<file path="src/verilog/hbsfc_map.svh">
// Offsets, field positions, reset values and timing counts of the bridge control block
`ifndef HBSFC_MAP_SVH
`define HBSFC_MAP_SVH

// ****************************************
// Clock and counter widths
// ****************************************
`define HBSFC_CLK_MHZ        200
`define HBSFC_CNT_W          24
`define HBSFC_ADDR_W         8

// ****************************************
// Durations in their own units
// ****************************************
`define HBSFC_IDLE_TIME_US   1000
`define HBSFC_WAKE_TIME_US   250
`define HBSFC_RETRY_TIME_US  2000
`define HBSFC_OCP_TIME_NS    1000
`define HBSFC_DEAD_TIME_NS   200

// ****************************************
// Durations in core clock cycles
// ****************************************
`define HBSFC_IDLE_CYC       (`HBSFC_IDLE_TIME_US * `HBSFC_CLK_MHZ)
`define HBSFC_WAKE_CYC       (`HBSFC_WAKE_TIME_US * `HBSFC_CLK_MHZ)
`define HBSFC_RETRY_CYC      (`HBSFC_RETRY_TIME_US * `HBSFC_CLK_MHZ)
`define HBSFC_OCP_CYC        ((`HBSFC_OCP_TIME_NS * `HBSFC_CLK_MHZ + 999) / 1000)
`define HBSFC_DEAD_CYC       ((`HBSFC_DEAD_TIME_NS * `HBSFC_CLK_MHZ + 999) / 1000)

// ****************************************
// Register map
// ****************************************
`define HBSFC_CTRL_OFS       8'h00
`define HBSFC_STAT_OFS       8'h04
`define HBSFC_CTRL_EN_POS    0
`define HBSFC_CTRL_EN_RST    1'b1
`define HBSFC_STAT_LOCK_POS  0
`define HBSFC_STAT_SLEEP_POS 1
`define HBSFC_STAT_IDLE_POS  2
`define HBSFC_STAT_ACT_POS   3
`define HBSFC_STAT_AUTO_POS  4
`define HBSFC_STAT_DIS_POS   5
`define HBSFC_STAT_THERM_POS 7
`define HBSFC_STAT_MODE_POS  8
`define HBSFC_STAT_HS_POS    10
`define HBSFC_STAT_LS_POS    12

`endif

</file>
<file path="src/verilog/hbsfc_pkg.sv">
// Types shared by the bridge control block
`include "hbsfc_map.svh"
package hbsfc_pkg;

	typedef enum logic [1:0] {ST_LOCK, ST_SLEEP, ST_ACTIVE, ST_IDLE} hbsfc_state_t;
	typedef enum logic [1:0] {DRV_OFF, DRV_LOW, DRV_HIGH} hbsfc_drv_t;
	typedef enum logic [1:0] {MODE_PWM, MODE_DIRSPD, MODE_HALF} hbsfc_mode_t;

	typedef struct packed {
		logic                     psel;
		logic                     penable;
		logic                     pwrite;
		logic [`HBSFC_ADDR_W-1:0] paddr;
		logic [31:0]              pwdata;
	} hbsfc_apb_req_t;

	typedef struct packed {
		logic        pready;
		logic        pslverr;
		logic [31:0] prdata;
	} hbsfc_apb_rsp_t;

	typedef struct packed {
		logic [1:0] hs_on;
		logic [1:0] ls_on;
	} hbsfc_gate_t;

	typedef struct packed {
		hbsfc_state_t                 st;
		logic                         auto_slp;
		logic [`HBSFC_CNT_W-1:0]      tmr;
		logic [1:0][`HBSFC_CNT_W-1:0] oc_cnt;
		logic [`HBSFC_CNT_W-1:0]      retry_cnt;
		logic [1:0]                   dis;
		hbsfc_drv_t [1:0]             cur;
		logic [1:0][`HBSFC_CNT_W-1:0] dcnt;
		logic                         sw_en;
		hbsfc_apb_rsp_t               rsp;
		hbsfc_gate_t                  gate;
		logic                         cp_en;
		logic                         bias_en;
	} hbsfc_regs_t;

endpackage

</file>
<file path="src/verilog/hbsfc_top.sv">
// Bridge sleep, wake, protection and gate control with APB control and status registers
`timescale 1ns/100ps
`include "hbsfc_map.svh"

module hbsfc_top
	import hbsfc_pkg::*;
#(
	parameter logic [`HBSFC_CNT_W-1:0] IDLE_CYC  = `HBSFC_CNT_W'(`HBSFC_IDLE_CYC),
	parameter logic [`HBSFC_CNT_W-1:0] WAKE_CYC  = `HBSFC_CNT_W'(`HBSFC_WAKE_CYC),
	parameter logic [`HBSFC_CNT_W-1:0] RETRY_CYC = `HBSFC_CNT_W'(`HBSFC_RETRY_CYC),
	parameter logic [`HBSFC_CNT_W-1:0] OCP_CYC   = `HBSFC_CNT_W'(`HBSFC_OCP_CYC),
	parameter logic [`HBSFC_CNT_W-1:0] DEAD_CYC  = `HBSFC_CNT_W'(`HBSFC_DEAD_CYC)
) (
	// Clock and reset
	input  wire logic           core_clk,
	input  wire logic           nrst,
	// Register bus
	input  wire hbsfc_apb_req_t apb_req,
	output      hbsfc_apb_rsp_t apb_rsp,
	// Control inputs from the controller
	input  wire logic           standby_pin_n,
	input  wire logic           shared_input_a,
	input  wire logic           shared_input_b,
	input  wire logic           mode_at_rail,
	input  wire logic           mode_at_ground,
	// Comparator outputs
	input  wire logic           supply_low_lockout,
	input  wire logic [1:0]     overcurrent_trip,
	input  wire logic           thermal_trip,
	// Power stage
	output      hbsfc_gate_t    gate,
	output      logic           charge_pump_en,
	output      logic           mode_bias_en
);

	hbsfc_regs_t q;
	hbsfc_regs_t n;
	hbsfc_mode_t mode;
	logic        auto_combo;
	logic        run;
	logic [1:0]  new_trip;
	hbsfc_drv_t  tgt [2];
	logic [31:0] stat_word;

	// ****************************************
	// Register file and state
	// ****************************************
	always_ff @(posedge core_clk or negedge nrst) begin
		if (!nrst) begin
			q       <= '0;
			q.sw_en <= `HBSFC_CTRL_EN_RST;
		end else begin
			q <= n;
		end
	end

	always_comb begin
		n = q;

		// Mode decode; both comparators high cannot occur, treated as PWM
		if (mode_at_ground || (mode_at_rail && mode_at_ground)) begin
			mode = MODE_PWM;
		end else if (mode_at_rail) begin
			mode = MODE_DIRSPD;
		end else begin
			mode = MODE_HALF;
		end

		unique case (mode)
			MODE_PWM:    auto_combo = !shared_input_a && !shared_input_b;
			MODE_DIRSPD: auto_combo = !shared_input_b;
			MODE_HALF:   auto_combo = 1'b0;
		endcase

		// ****************************************
		// APB slave, one wait state
		// ****************************************
		stat_word = '0;
		stat_word[`HBSFC_STAT_LOCK_POS]  = (q.st == ST_LOCK);
		stat_word[`HBSFC_STAT_SLEEP_POS] = (q.st == ST_SLEEP);
		stat_word[`HBSFC_STAT_IDLE_POS]  = (q.st == ST_IDLE);
		stat_word[`HBSFC_STAT_ACT_POS]   = (q.st == ST_ACTIVE);
		stat_word[`HBSFC_STAT_AUTO_POS]  = q.auto_slp;
		stat_word[`HBSFC_STAT_DIS_POS +: 2]   = q.dis;
		stat_word[`HBSFC_STAT_THERM_POS]      = thermal_trip;
		stat_word[`HBSFC_STAT_MODE_POS +: 2]  = mode;
		stat_word[`HBSFC_STAT_HS_POS +: 2]    = q.gate.hs_on;
		stat_word[`HBSFC_STAT_LS_POS +: 2]    = q.gate.ls_on;

		n.rsp = '0;
		if (apb_req.psel && apb_req.penable && !q.rsp.pready) begin
			n.rsp.pready = 1'b1;
			if (apb_req.paddr == `HBSFC_CTRL_OFS) begin
				n.rsp.prdata[`HBSFC_CTRL_EN_POS] = q.sw_en;
			end else if (apb_req.paddr == `HBSFC_STAT_OFS) begin
				n.rsp.prdata = apb_req.pwrite ? 32'h0000_0000 : stat_word;
				n.rsp.pslverr = apb_req.pwrite;
			end else begin
				n.rsp.pslverr = 1'b1;
			end
		end
		// Write lands on the completing edge only
		if (apb_req.psel && apb_req.penable && q.rsp.pready && apb_req.pwrite
			&& apb_req.paddr == `HBSFC_CTRL_OFS) begin
			n.sw_en = apb_req.pwdata[`HBSFC_CTRL_EN_POS];
		end

		// ****************************************
		// Sleep, wake and lockout sequencing
		// ****************************************
		unique case (q.st)
			ST_LOCK: begin
				n.tmr = '0;
				n.st  = ST_ACTIVE;
			end
			ST_SLEEP: begin
				if (!standby_pin_n) begin
					n.auto_slp = 1'b0;
				end
				// Same hold serves pin wake and auto wake
				if (standby_pin_n && !auto_combo) begin
					if (q.tmr >= WAKE_CYC - 1'b1) begin
						n.st       = ST_ACTIVE;
						n.tmr      = '0;
						n.auto_slp = 1'b0;
					end else begin
						n.tmr = q.tmr + 1'b1;
					end
				end else begin
					n.tmr = '0;
				end
			end
			ST_ACTIVE: begin
				n.tmr = '0;
				if (!standby_pin_n) begin
					n.st = ST_SLEEP;
				end else if (auto_combo) begin
					n.st = ST_IDLE;
				end
			end
			ST_IDLE: begin
				if (!standby_pin_n) begin
					n.st  = ST_SLEEP;
					n.tmr = '0;
				end else if (!auto_combo) begin
					n.st  = ST_ACTIVE;
					n.tmr = '0;
				end else if (q.tmr >= IDLE_CYC - 1'b1) begin
					n.st       = ST_SLEEP;
					n.auto_slp = 1'b1;
					n.tmr      = '0;
				end else begin
					n.tmr = q.tmr + 1'b1;
				end
			end
		endcase

		// ****************************************
		// Overcurrent filter and shared retry
		// ****************************************
		new_trip = 2'b00;
		for (int i = 0; i < 2; i++) begin
			if (overcurrent_trip[i] && q.cur[i] != DRV_OFF && !q.dis[i]) begin
				if (q.oc_cnt[i] >= OCP_CYC - 1'b1) begin
					new_trip[i]  = 1'b1;
					n.oc_cnt[i]  = '0;
				end else begin
					n.oc_cnt[i] = q.oc_cnt[i] + 1'b1;
				end
			end else begin
				n.oc_cnt[i] = '0;
			end
		end

		if (new_trip != 2'b00) begin
			// A later trip restarts the full period for everything disabled
			n.dis       = (mode == MODE_HALF) ? (q.dis | new_trip) : 2'b11;
			n.retry_cnt = RETRY_CYC;
		end else if (q.dis != 2'b00) begin
			if (q.retry_cnt <= 1) begin
				n.dis       = 2'b00;
				n.retry_cnt = '0;
			end else begin
				n.retry_cnt = q.retry_cnt - 1'b1;
			end
		end

		// ****************************************
		// Lockout overrides everything
		// ****************************************
		if (supply_low_lockout) begin
			n.st        = ST_LOCK;
			n.tmr       = '0;
			n.auto_slp  = 1'b0;
			n.oc_cnt    = '0;
			n.dis       = 2'b00;
			n.retry_cnt = '0;
		end

		// ****************************************
		// Drive targets from the truth tables
		// ****************************************
		run = (q.st == ST_ACTIVE || q.st == ST_IDLE) && !supply_low_lockout && q.sw_en
			&& !thermal_trip;
		unique case (mode)
			MODE_PWM: begin
				unique case ({shared_input_a, shared_input_b})
					2'b00: begin
						tgt[0] = DRV_OFF;
						tgt[1] = DRV_OFF;
					end
					2'b01: begin
						tgt[0] = DRV_LOW;
						tgt[1] = DRV_HIGH;
					end
					2'b10: begin
						tgt[0] = DRV_HIGH;
						tgt[1] = DRV_LOW;
					end
					2'b11: begin
						tgt[0] = DRV_LOW;
						tgt[1] = DRV_LOW;
					end
				endcase
			end
			MODE_DIRSPD: begin
				if (!shared_input_b) begin
					tgt[0] = DRV_LOW;
					tgt[1] = DRV_LOW;
				end else begin
					tgt[0] = shared_input_a ? DRV_HIGH : DRV_LOW;
					tgt[1] = shared_input_a ? DRV_LOW : DRV_HIGH;
				end
			end
			MODE_HALF: begin
				tgt[0] = shared_input_a ? DRV_HIGH : DRV_LOW;
				tgt[1] = shared_input_b ? DRV_HIGH : DRV_LOW;
			end
		endcase

		// ****************************************
		// Dead time and gate drive
		// ****************************************
		for (int i = 0; i < 2; i++) begin
			if (!run || q.dis[i]) begin
				tgt[i] = DRV_OFF;
			end
			if (q.dcnt[i] != '0) begin
				n.dcnt[i] = q.dcnt[i] - 1'b1;
			end
			// Turning off is immediate; turning on waits out the dead time
			if (tgt[i] != q.cur[i]) begin
				if (q.cur[i] != DRV_OFF) begin
					n.cur[i]  = DRV_OFF;
					n.dcnt[i] = DEAD_CYC;
				end else if (q.dcnt[i] == '0) begin
					n.cur[i] = tgt[i];
				end
			end
			n.gate.hs_on[i] = (n.cur[i] == DRV_HIGH);
			n.gate.ls_on[i] = (n.cur[i] == DRV_LOW);
		end

		n.cp_en   = (n.st == ST_ACTIVE || n.st == ST_IDLE);
		n.bias_en = !(n.st == ST_SLEEP && n.auto_slp);
	end

	// ****************************************
	// Outputs
	// ****************************************
	assign apb_rsp        = q.rsp;
	assign gate           = q.gate;
	assign charge_pump_en = q.cp_en;
	assign mode_bias_en   = q.bias_en;

endmodule

</file>
<file path="config.mk">
export PLATFORM = sky130hd
export DESIGN_NAME = hbsfc_top
export DESIGN_NICKNAME = d
export VERILOG_FILES = /design/src/verilog/hbsfc_pkg.sv /design/src/verilog/hbsfc_top.sv
export VERILOG_INCLUDE_DIRS = /design/src /design/src/verilog
export SDC_FILE = /design/constraint.sdc
export NUM_CORES = 1
export LEC_CHECK = 0
export BUFFER_PORTS_ARGS = -buffer_cell sky130_fd_sc_hd__buf_2
export CORE_MARGIN = 2
export CORE_UTILIZATION = 50
export DETAILED_ROUTE_END_ITERATION = 6
export PLACE_DENSITY = 0.7
export SLEW_MARGIN = 10
export SYNTH_ARGS = -nofsm -noshare
export SYNTH_HDL_FRONTEND = slang
export SYNTH_SLANG_ARGS = --single-unit
export TNS_END_PERCENT = 1
</file>
<file path="constraint.sdc">
create_clock -name core_clk -period 3.3 [get_ports core_clk]
set_clock_uncertainty 0.15 [all_clocks]
set_input_delay 0.165 -clock core_clk [delete_from_list [all_inputs] [get_ports core_clk]]
set_output_delay 0.165 -clock core_clk [all_outputs]
set_load 0.01 [all_outputs]
</file>
; ---- Word-level counts from Yosys, hierarchy flattened
; Cells that the tools add are included.
[totals]
ff_bits = 194
latchBits = 0
mem_bits_rw = 0
romBits = 0
input_bits = 54
output_inout_bits = 40
elab_cells = 157
mem_count = 0
[op_classes]
addsub = 6
mul = 0
div = 0
n_lt_le_gt_ge = 5
n_eq_ne = 18
shifts = 0
mux = 61
bitwise_logic = 1
n_reduce_logical = 47
[ops]
columns = cell, n
row1 = 24-bit 2-to-1 mux, 16
row2 = 101-bit 2-to-1 mux, 1
row3 = "24-bit by 1-bit adder with 24-bit output, second input constant", 3
row4 = 24-bit case mux with 3 select lines, 1
row5 = "24-bit by 1-bit subtractor with 24-bit output, second input constant", 3
row6 = 26-bit 2-to-1 mux, 2
row7 = "24-bit by 8-bit greater-or-equal comparator with 1-bit output, second input constant", 2
row8 = 24-bit zero test, 2
row9 = 24-bit nonzero test, 2
row10 = 2-bit 2-to-1 mux, 19
row11 = 34-bit 2-to-1 mux, 1
row12 = 32-bit 2-to-1 mux, 1
row13 = 14-bit 2-to-1 mux, 2
row14 = "24-bit by 16-bit greater-or-equal comparator with 1-bit output, second input constant", 1
row15 = "24-bit by 18-bit greater-or-equal comparator with 1-bit output, second input constant", 1
row16 = "24-bit by 1-bit less-or-equal comparator with 1-bit output, second input constant", 1
row17 = "2-bit equality test, second input constant", 9
row18 = 1-bit logical AND, 16
row19 = 4-bit case mux with 4 select lines, 1
row20 = "2-bit by 1-bit equality test with 1-bit output, second input constant", 6
row21 = 4-bit case mux with 3 select lines, 1
row22 = 1-bit zero test, 10
row23 = 1-bit 2-to-1 mux, 9
row24 = 3-bit 2-to-1 mux, 3
row25 = other kinds (14), 25

; ---- Depth between registers and ports, before layout
[logic_depth]
depth_word = 13
ltp_mapped = 10
mapped_depth_nobuf = 8

; ---- Least setup slack after synthesis
; OpenSTA, ideal clock, no wires.
[synth_timing]
path_kind = register -> register
startpoint = register q[56] in the netlist's numbering
endpoint = register q (netlist bit gate[0])
setup_ns = 0.079
arrival_ns = 2.361
required_ns = 3.071
setup_slack_ns = 0.710
stages_incl_launch_ff = 8
path_buffers = 2
synth_period_minus_slack_ns = 2.590
path_cell_list = dfrtp_1 -> or4_4 -> or4_1 -> buf_2 -> or2_1 -> buf_2 -> or3_4 -> a21oi_1
[synth_rtl]
columns = item, line
row1 = from (decl), hbsfc_top.sv:36  ; hbsfc_regs_t q;
row2 = from (signal assigned), hbsfc_top.sv:53  ; q <= n;

==> impl_metrics.py <==
metrics = {
    "die": {
        "die_w_um": 132,
        "die-area_um2": 17400,
        "fp-row-count": 46,
        "start_util_pct": 51.4,
        "ios": 94,
        "core_um2": 15900,
        "die_h_um": 132,
    },
    "critical_path": {
        "crit_chain": "dlygate4sd3_1 > buf_2 > nor3_1 > dlygate4sd3_1 > nand3_1 > or3b_2 > nor3_1 > dlygate4sd3_1",
        "path_depth": 8,
        "start_kind": "primary input",
        "reg2reg_depth": 8,
        "critPathKind": "in -> reg",
        "rrSetupSlack_ns": 0.40,
        "setup.worst_path.start": "apb_req[35]",
        "slowest_delay_ns": 0.61,
        "critPathTopFamily": "buffers and inverters",
        "critPathRequiredTime_ns": 3.51,
        "endpoint_kind": "register",
        "cp_max_fo": 6,
        "cp_common_cell": "dlygate4sd3_1",
        "rr_endpoint": "q[101]",
        "reg2reg_from": "q[95]",
        "path_buf_inv": 4,
        "crit_arrival_ns": 3.18,
        "cp_slowest_cell": "dlygate4sd3_1",
    },
    "detailed_routing": {
        "drt-vias-per-instance": 5.24,
        "drc": 0,
        "drt_wl_total_um": 15700,
        "ant_nets": 0,
        "avgRoutedWirePerCell_um": 13.8,
        "drt_first_iter_violations": 526,
        "drtPass1Iterations": 5,
        "via_count": 5973,
    },
    "cells_and_area": {
        "instances_no_fill": 1140,
        "fin_area_um2": 9420,
        "area_growth_pct": 14.9,
        "final_nets": 974,
        "drive_gt1_share_pct": 11.3,
        "diodes": 0,
        "fillCellCount": 1356,
    },
    "place": {
        "placed_cells": 1090,
        "gp_congestion": 0.781,
        "post-dp-hpwl_um": 10600,
        "post_dp_cell_area_um2": 8610,
        "place.port_buffers": 44,
    },
    "timing": {
        "max_freq_mhz": 337,
        "fin_crit_ns": 2.97,
        "maxSlewHeadroom_pct": 37.5,
        "holdWs_ns": 0.0663,
        "setup_viol": 0,
        "worst_pin_slew_ns": 0.934,
        "fin_setup_tns_ns": 0,
        "rsz0062_at_grt": "no",
        "period_share_pct": 90.0,
        "slew_violations": 0,
        "hold_viol_final": 0,
    },
    "synth": {
        "synth-edff-count": 0,
        "synthFlopType": "dfrtp_1",
        "synth_most_common_cell": "dfrtp_1",
        "yosys_warnings": 0,
        "yosysUniqueCellTypes": 66,
        "synth_area_leaders": "dfrtp_1 (53%), nor2_1 (6.0%), xor2_1 (3.5%)",
        "synth_top_cell_area_share_pct": 53.4,
        "synthTopCellsByCount": "dfrtp_1 (175), nor2_1 (131), nand2_1 (48), a21oi_1 (47), buf_4 (38)",
        "avgSynthCellArea_um2": 9.93,
        "ys_seq_area_share_pct": 53.7,
        "async_reset_ff_share_pct": 100,
        "synth_cells": 826,
        "yosys_register_bits": 176,
        "synth_largest_area_cell": "dfrtp_1",
        "synthesis.area_um2": 8200,
    },
    "global_route": {
        "track_usage_pct": 18.7,
        "overflow": 0,
        "grt_pass1_wl_um": 26600,
        "grt_pass1_vias": 5679,
        "antenna_found_initial": 0,
        "grt_max_degree": 75,
    },
    "power_and_ir_drop": {
        "powerDensity_nw_per_um2": 577,
        "ir_drop_mv": 0.435,
        "power.leakage_nw": 3.87,
    },
    "clock_network": {
        "clk_pin_slew_ns": 0.06,
        "cts_sinks": 176,
        "cts_resized": 0,
        "cts_root_buf": "clkbuf_16",
        "clk_path_buf_depth": 2,
        "cts_inserted_buffers": 17,
        "clk_latency_ns": 0.42,
        "cts_tree": "built",
        "htree_levels": 4,
    },
    "min_path": {
        "hold_path_end": "apb_rsp[4]",
        "min_path_cells": 3,
        "hold_path_class": "in -> reg",
        "hold_start": "apb_req[40]",
    },
    "job": {
        "drv_cap": 0,
    },
    "outcome": {
        "status": "finished clean",
    },
}
## metrics by stage
| step | setup slack [ns] | util [%] | total power, mW |
|---|---|---|---|
| finish | 0.329 | 59.1 | 5.44 |
| global route | 0.185 | 59.1 | 5.72 |
| CTS | 0.405 | 59.1 | 5.48 |
| detailed placement | 0.419 | 54.0 | 3.35 |
| global placement | 0.474 | 54.0 | 3.34 |
| floorplan | 0.710 | - | 3.10 |
## flip-flops by register name, indices dropped and copies added, names as in the netlist
name	count
apb_rsp	16
charge_pump_en	1
gate	4
mode_bias_en	1
q	154
## per-layer routing
layer / global-route usage (%) / wire (um) / share of wire (%) / vias to the layer above
met1: 26.0 / 7520 / 48 / 2882
met4: 4.59 / 123 / 0.78 / 0
li1: - / - / - / 2984
met3: 4.81 / 576 / 3.7 / 11
met5: 0 / 0 / 0 / -
met2: 29.7 / 7510 / 48 / 96
## power by group
part	total [mW]	leakage (nW)	internal, mW	switching, mW
logic	0.936	1.44	0.353	0.584
clock network	2.09	0.299	1.29	0.798
registers	2.41	2.13	2.29	0.116
total	5.44	3.87	3.94	1.50
## area by class of cell
class                   count  area, um^2  area share [%]
flip-flops and latches    176        4410            46.8
clock inverters             8         126            1.34
inverters                  15        56.3           0.598
repair buffers             71         487            5.17
clock buffers              24         502            5.33
well taps                 216         270            2.87
multi-input cells         630        3570            37.9
## tightest hold or removal path, cell delays in order
cell,delay [ns]
buf_2,0.12
or3b_2,0.23
nor2_1,0.07
## how the worst max path moves through the flow
stage | endpoint
global route | apb_rsp[9]
detailed placement | q[111]
finish | apb_rsp[9]
CTS | apb_rsp[9]
floorplan | gate[0]
global placement | q[101]
## cells in the final DEF, fill, tap and decap left out, types with 3 or more instances in the layout
cell type	netlist	final
dfrtp_1	175	175
nor2_1	131	131
conb_1	1	56
nand2_1	48	48
a21oi_1	47	47
buf_2	2	43
nor3_1	37	37
nand3_1	33	33
xor2_1	33	33
xnor2_1	30	30
nor4_1	29	29
o21ai_0	27	27
dlygate4sd3_1	0	18
clkbuf_16	0	17
inv_1	15	15
and3_1	14	14
and2_1	10	10
nand2b_1	9	9
a31oi_1	9	9
ha_1	9	9
nand4_1	8	8
or3_1	8	8
buf_4	38	8
or4_1	7	7
or2_2	7	7
nor3b_1	5	5
a211oi_1	5	5
clkbuf_8	0	5
o211ai_1	4	4
a221oi_1	4	4
a311oi_1	4	4
or3b_2	3	3
mux2i_1	3	3
a2111oi_0	3	3
a32oi_1	3	3
o31ai_1	3	3
nand3b_1	3	3
bufinv_16	0	3
clkinvlp_4	0	3
## cell families after synthesis
logic type                 count (synthesis)  share of synthesized area, %
DFF                                      176                          53.7
muxes                                      4                         0.504
xor gates and xnor gates                  63                          6.73
AOI/OAI and AO/OA                        126                          9.55
buffers and inverters                     75                          5.20
other                                      1                        0.0457
adders and majority gates                  9                          1.37
and+or+nand+nor                          372                          22.9
## repair_timing
action,4_1_cts,5_1_grt
hold endpoints to repair,83,0
setup buffers,0,0
hold buffers,18,0
Power figures use the tool's default switching activity.
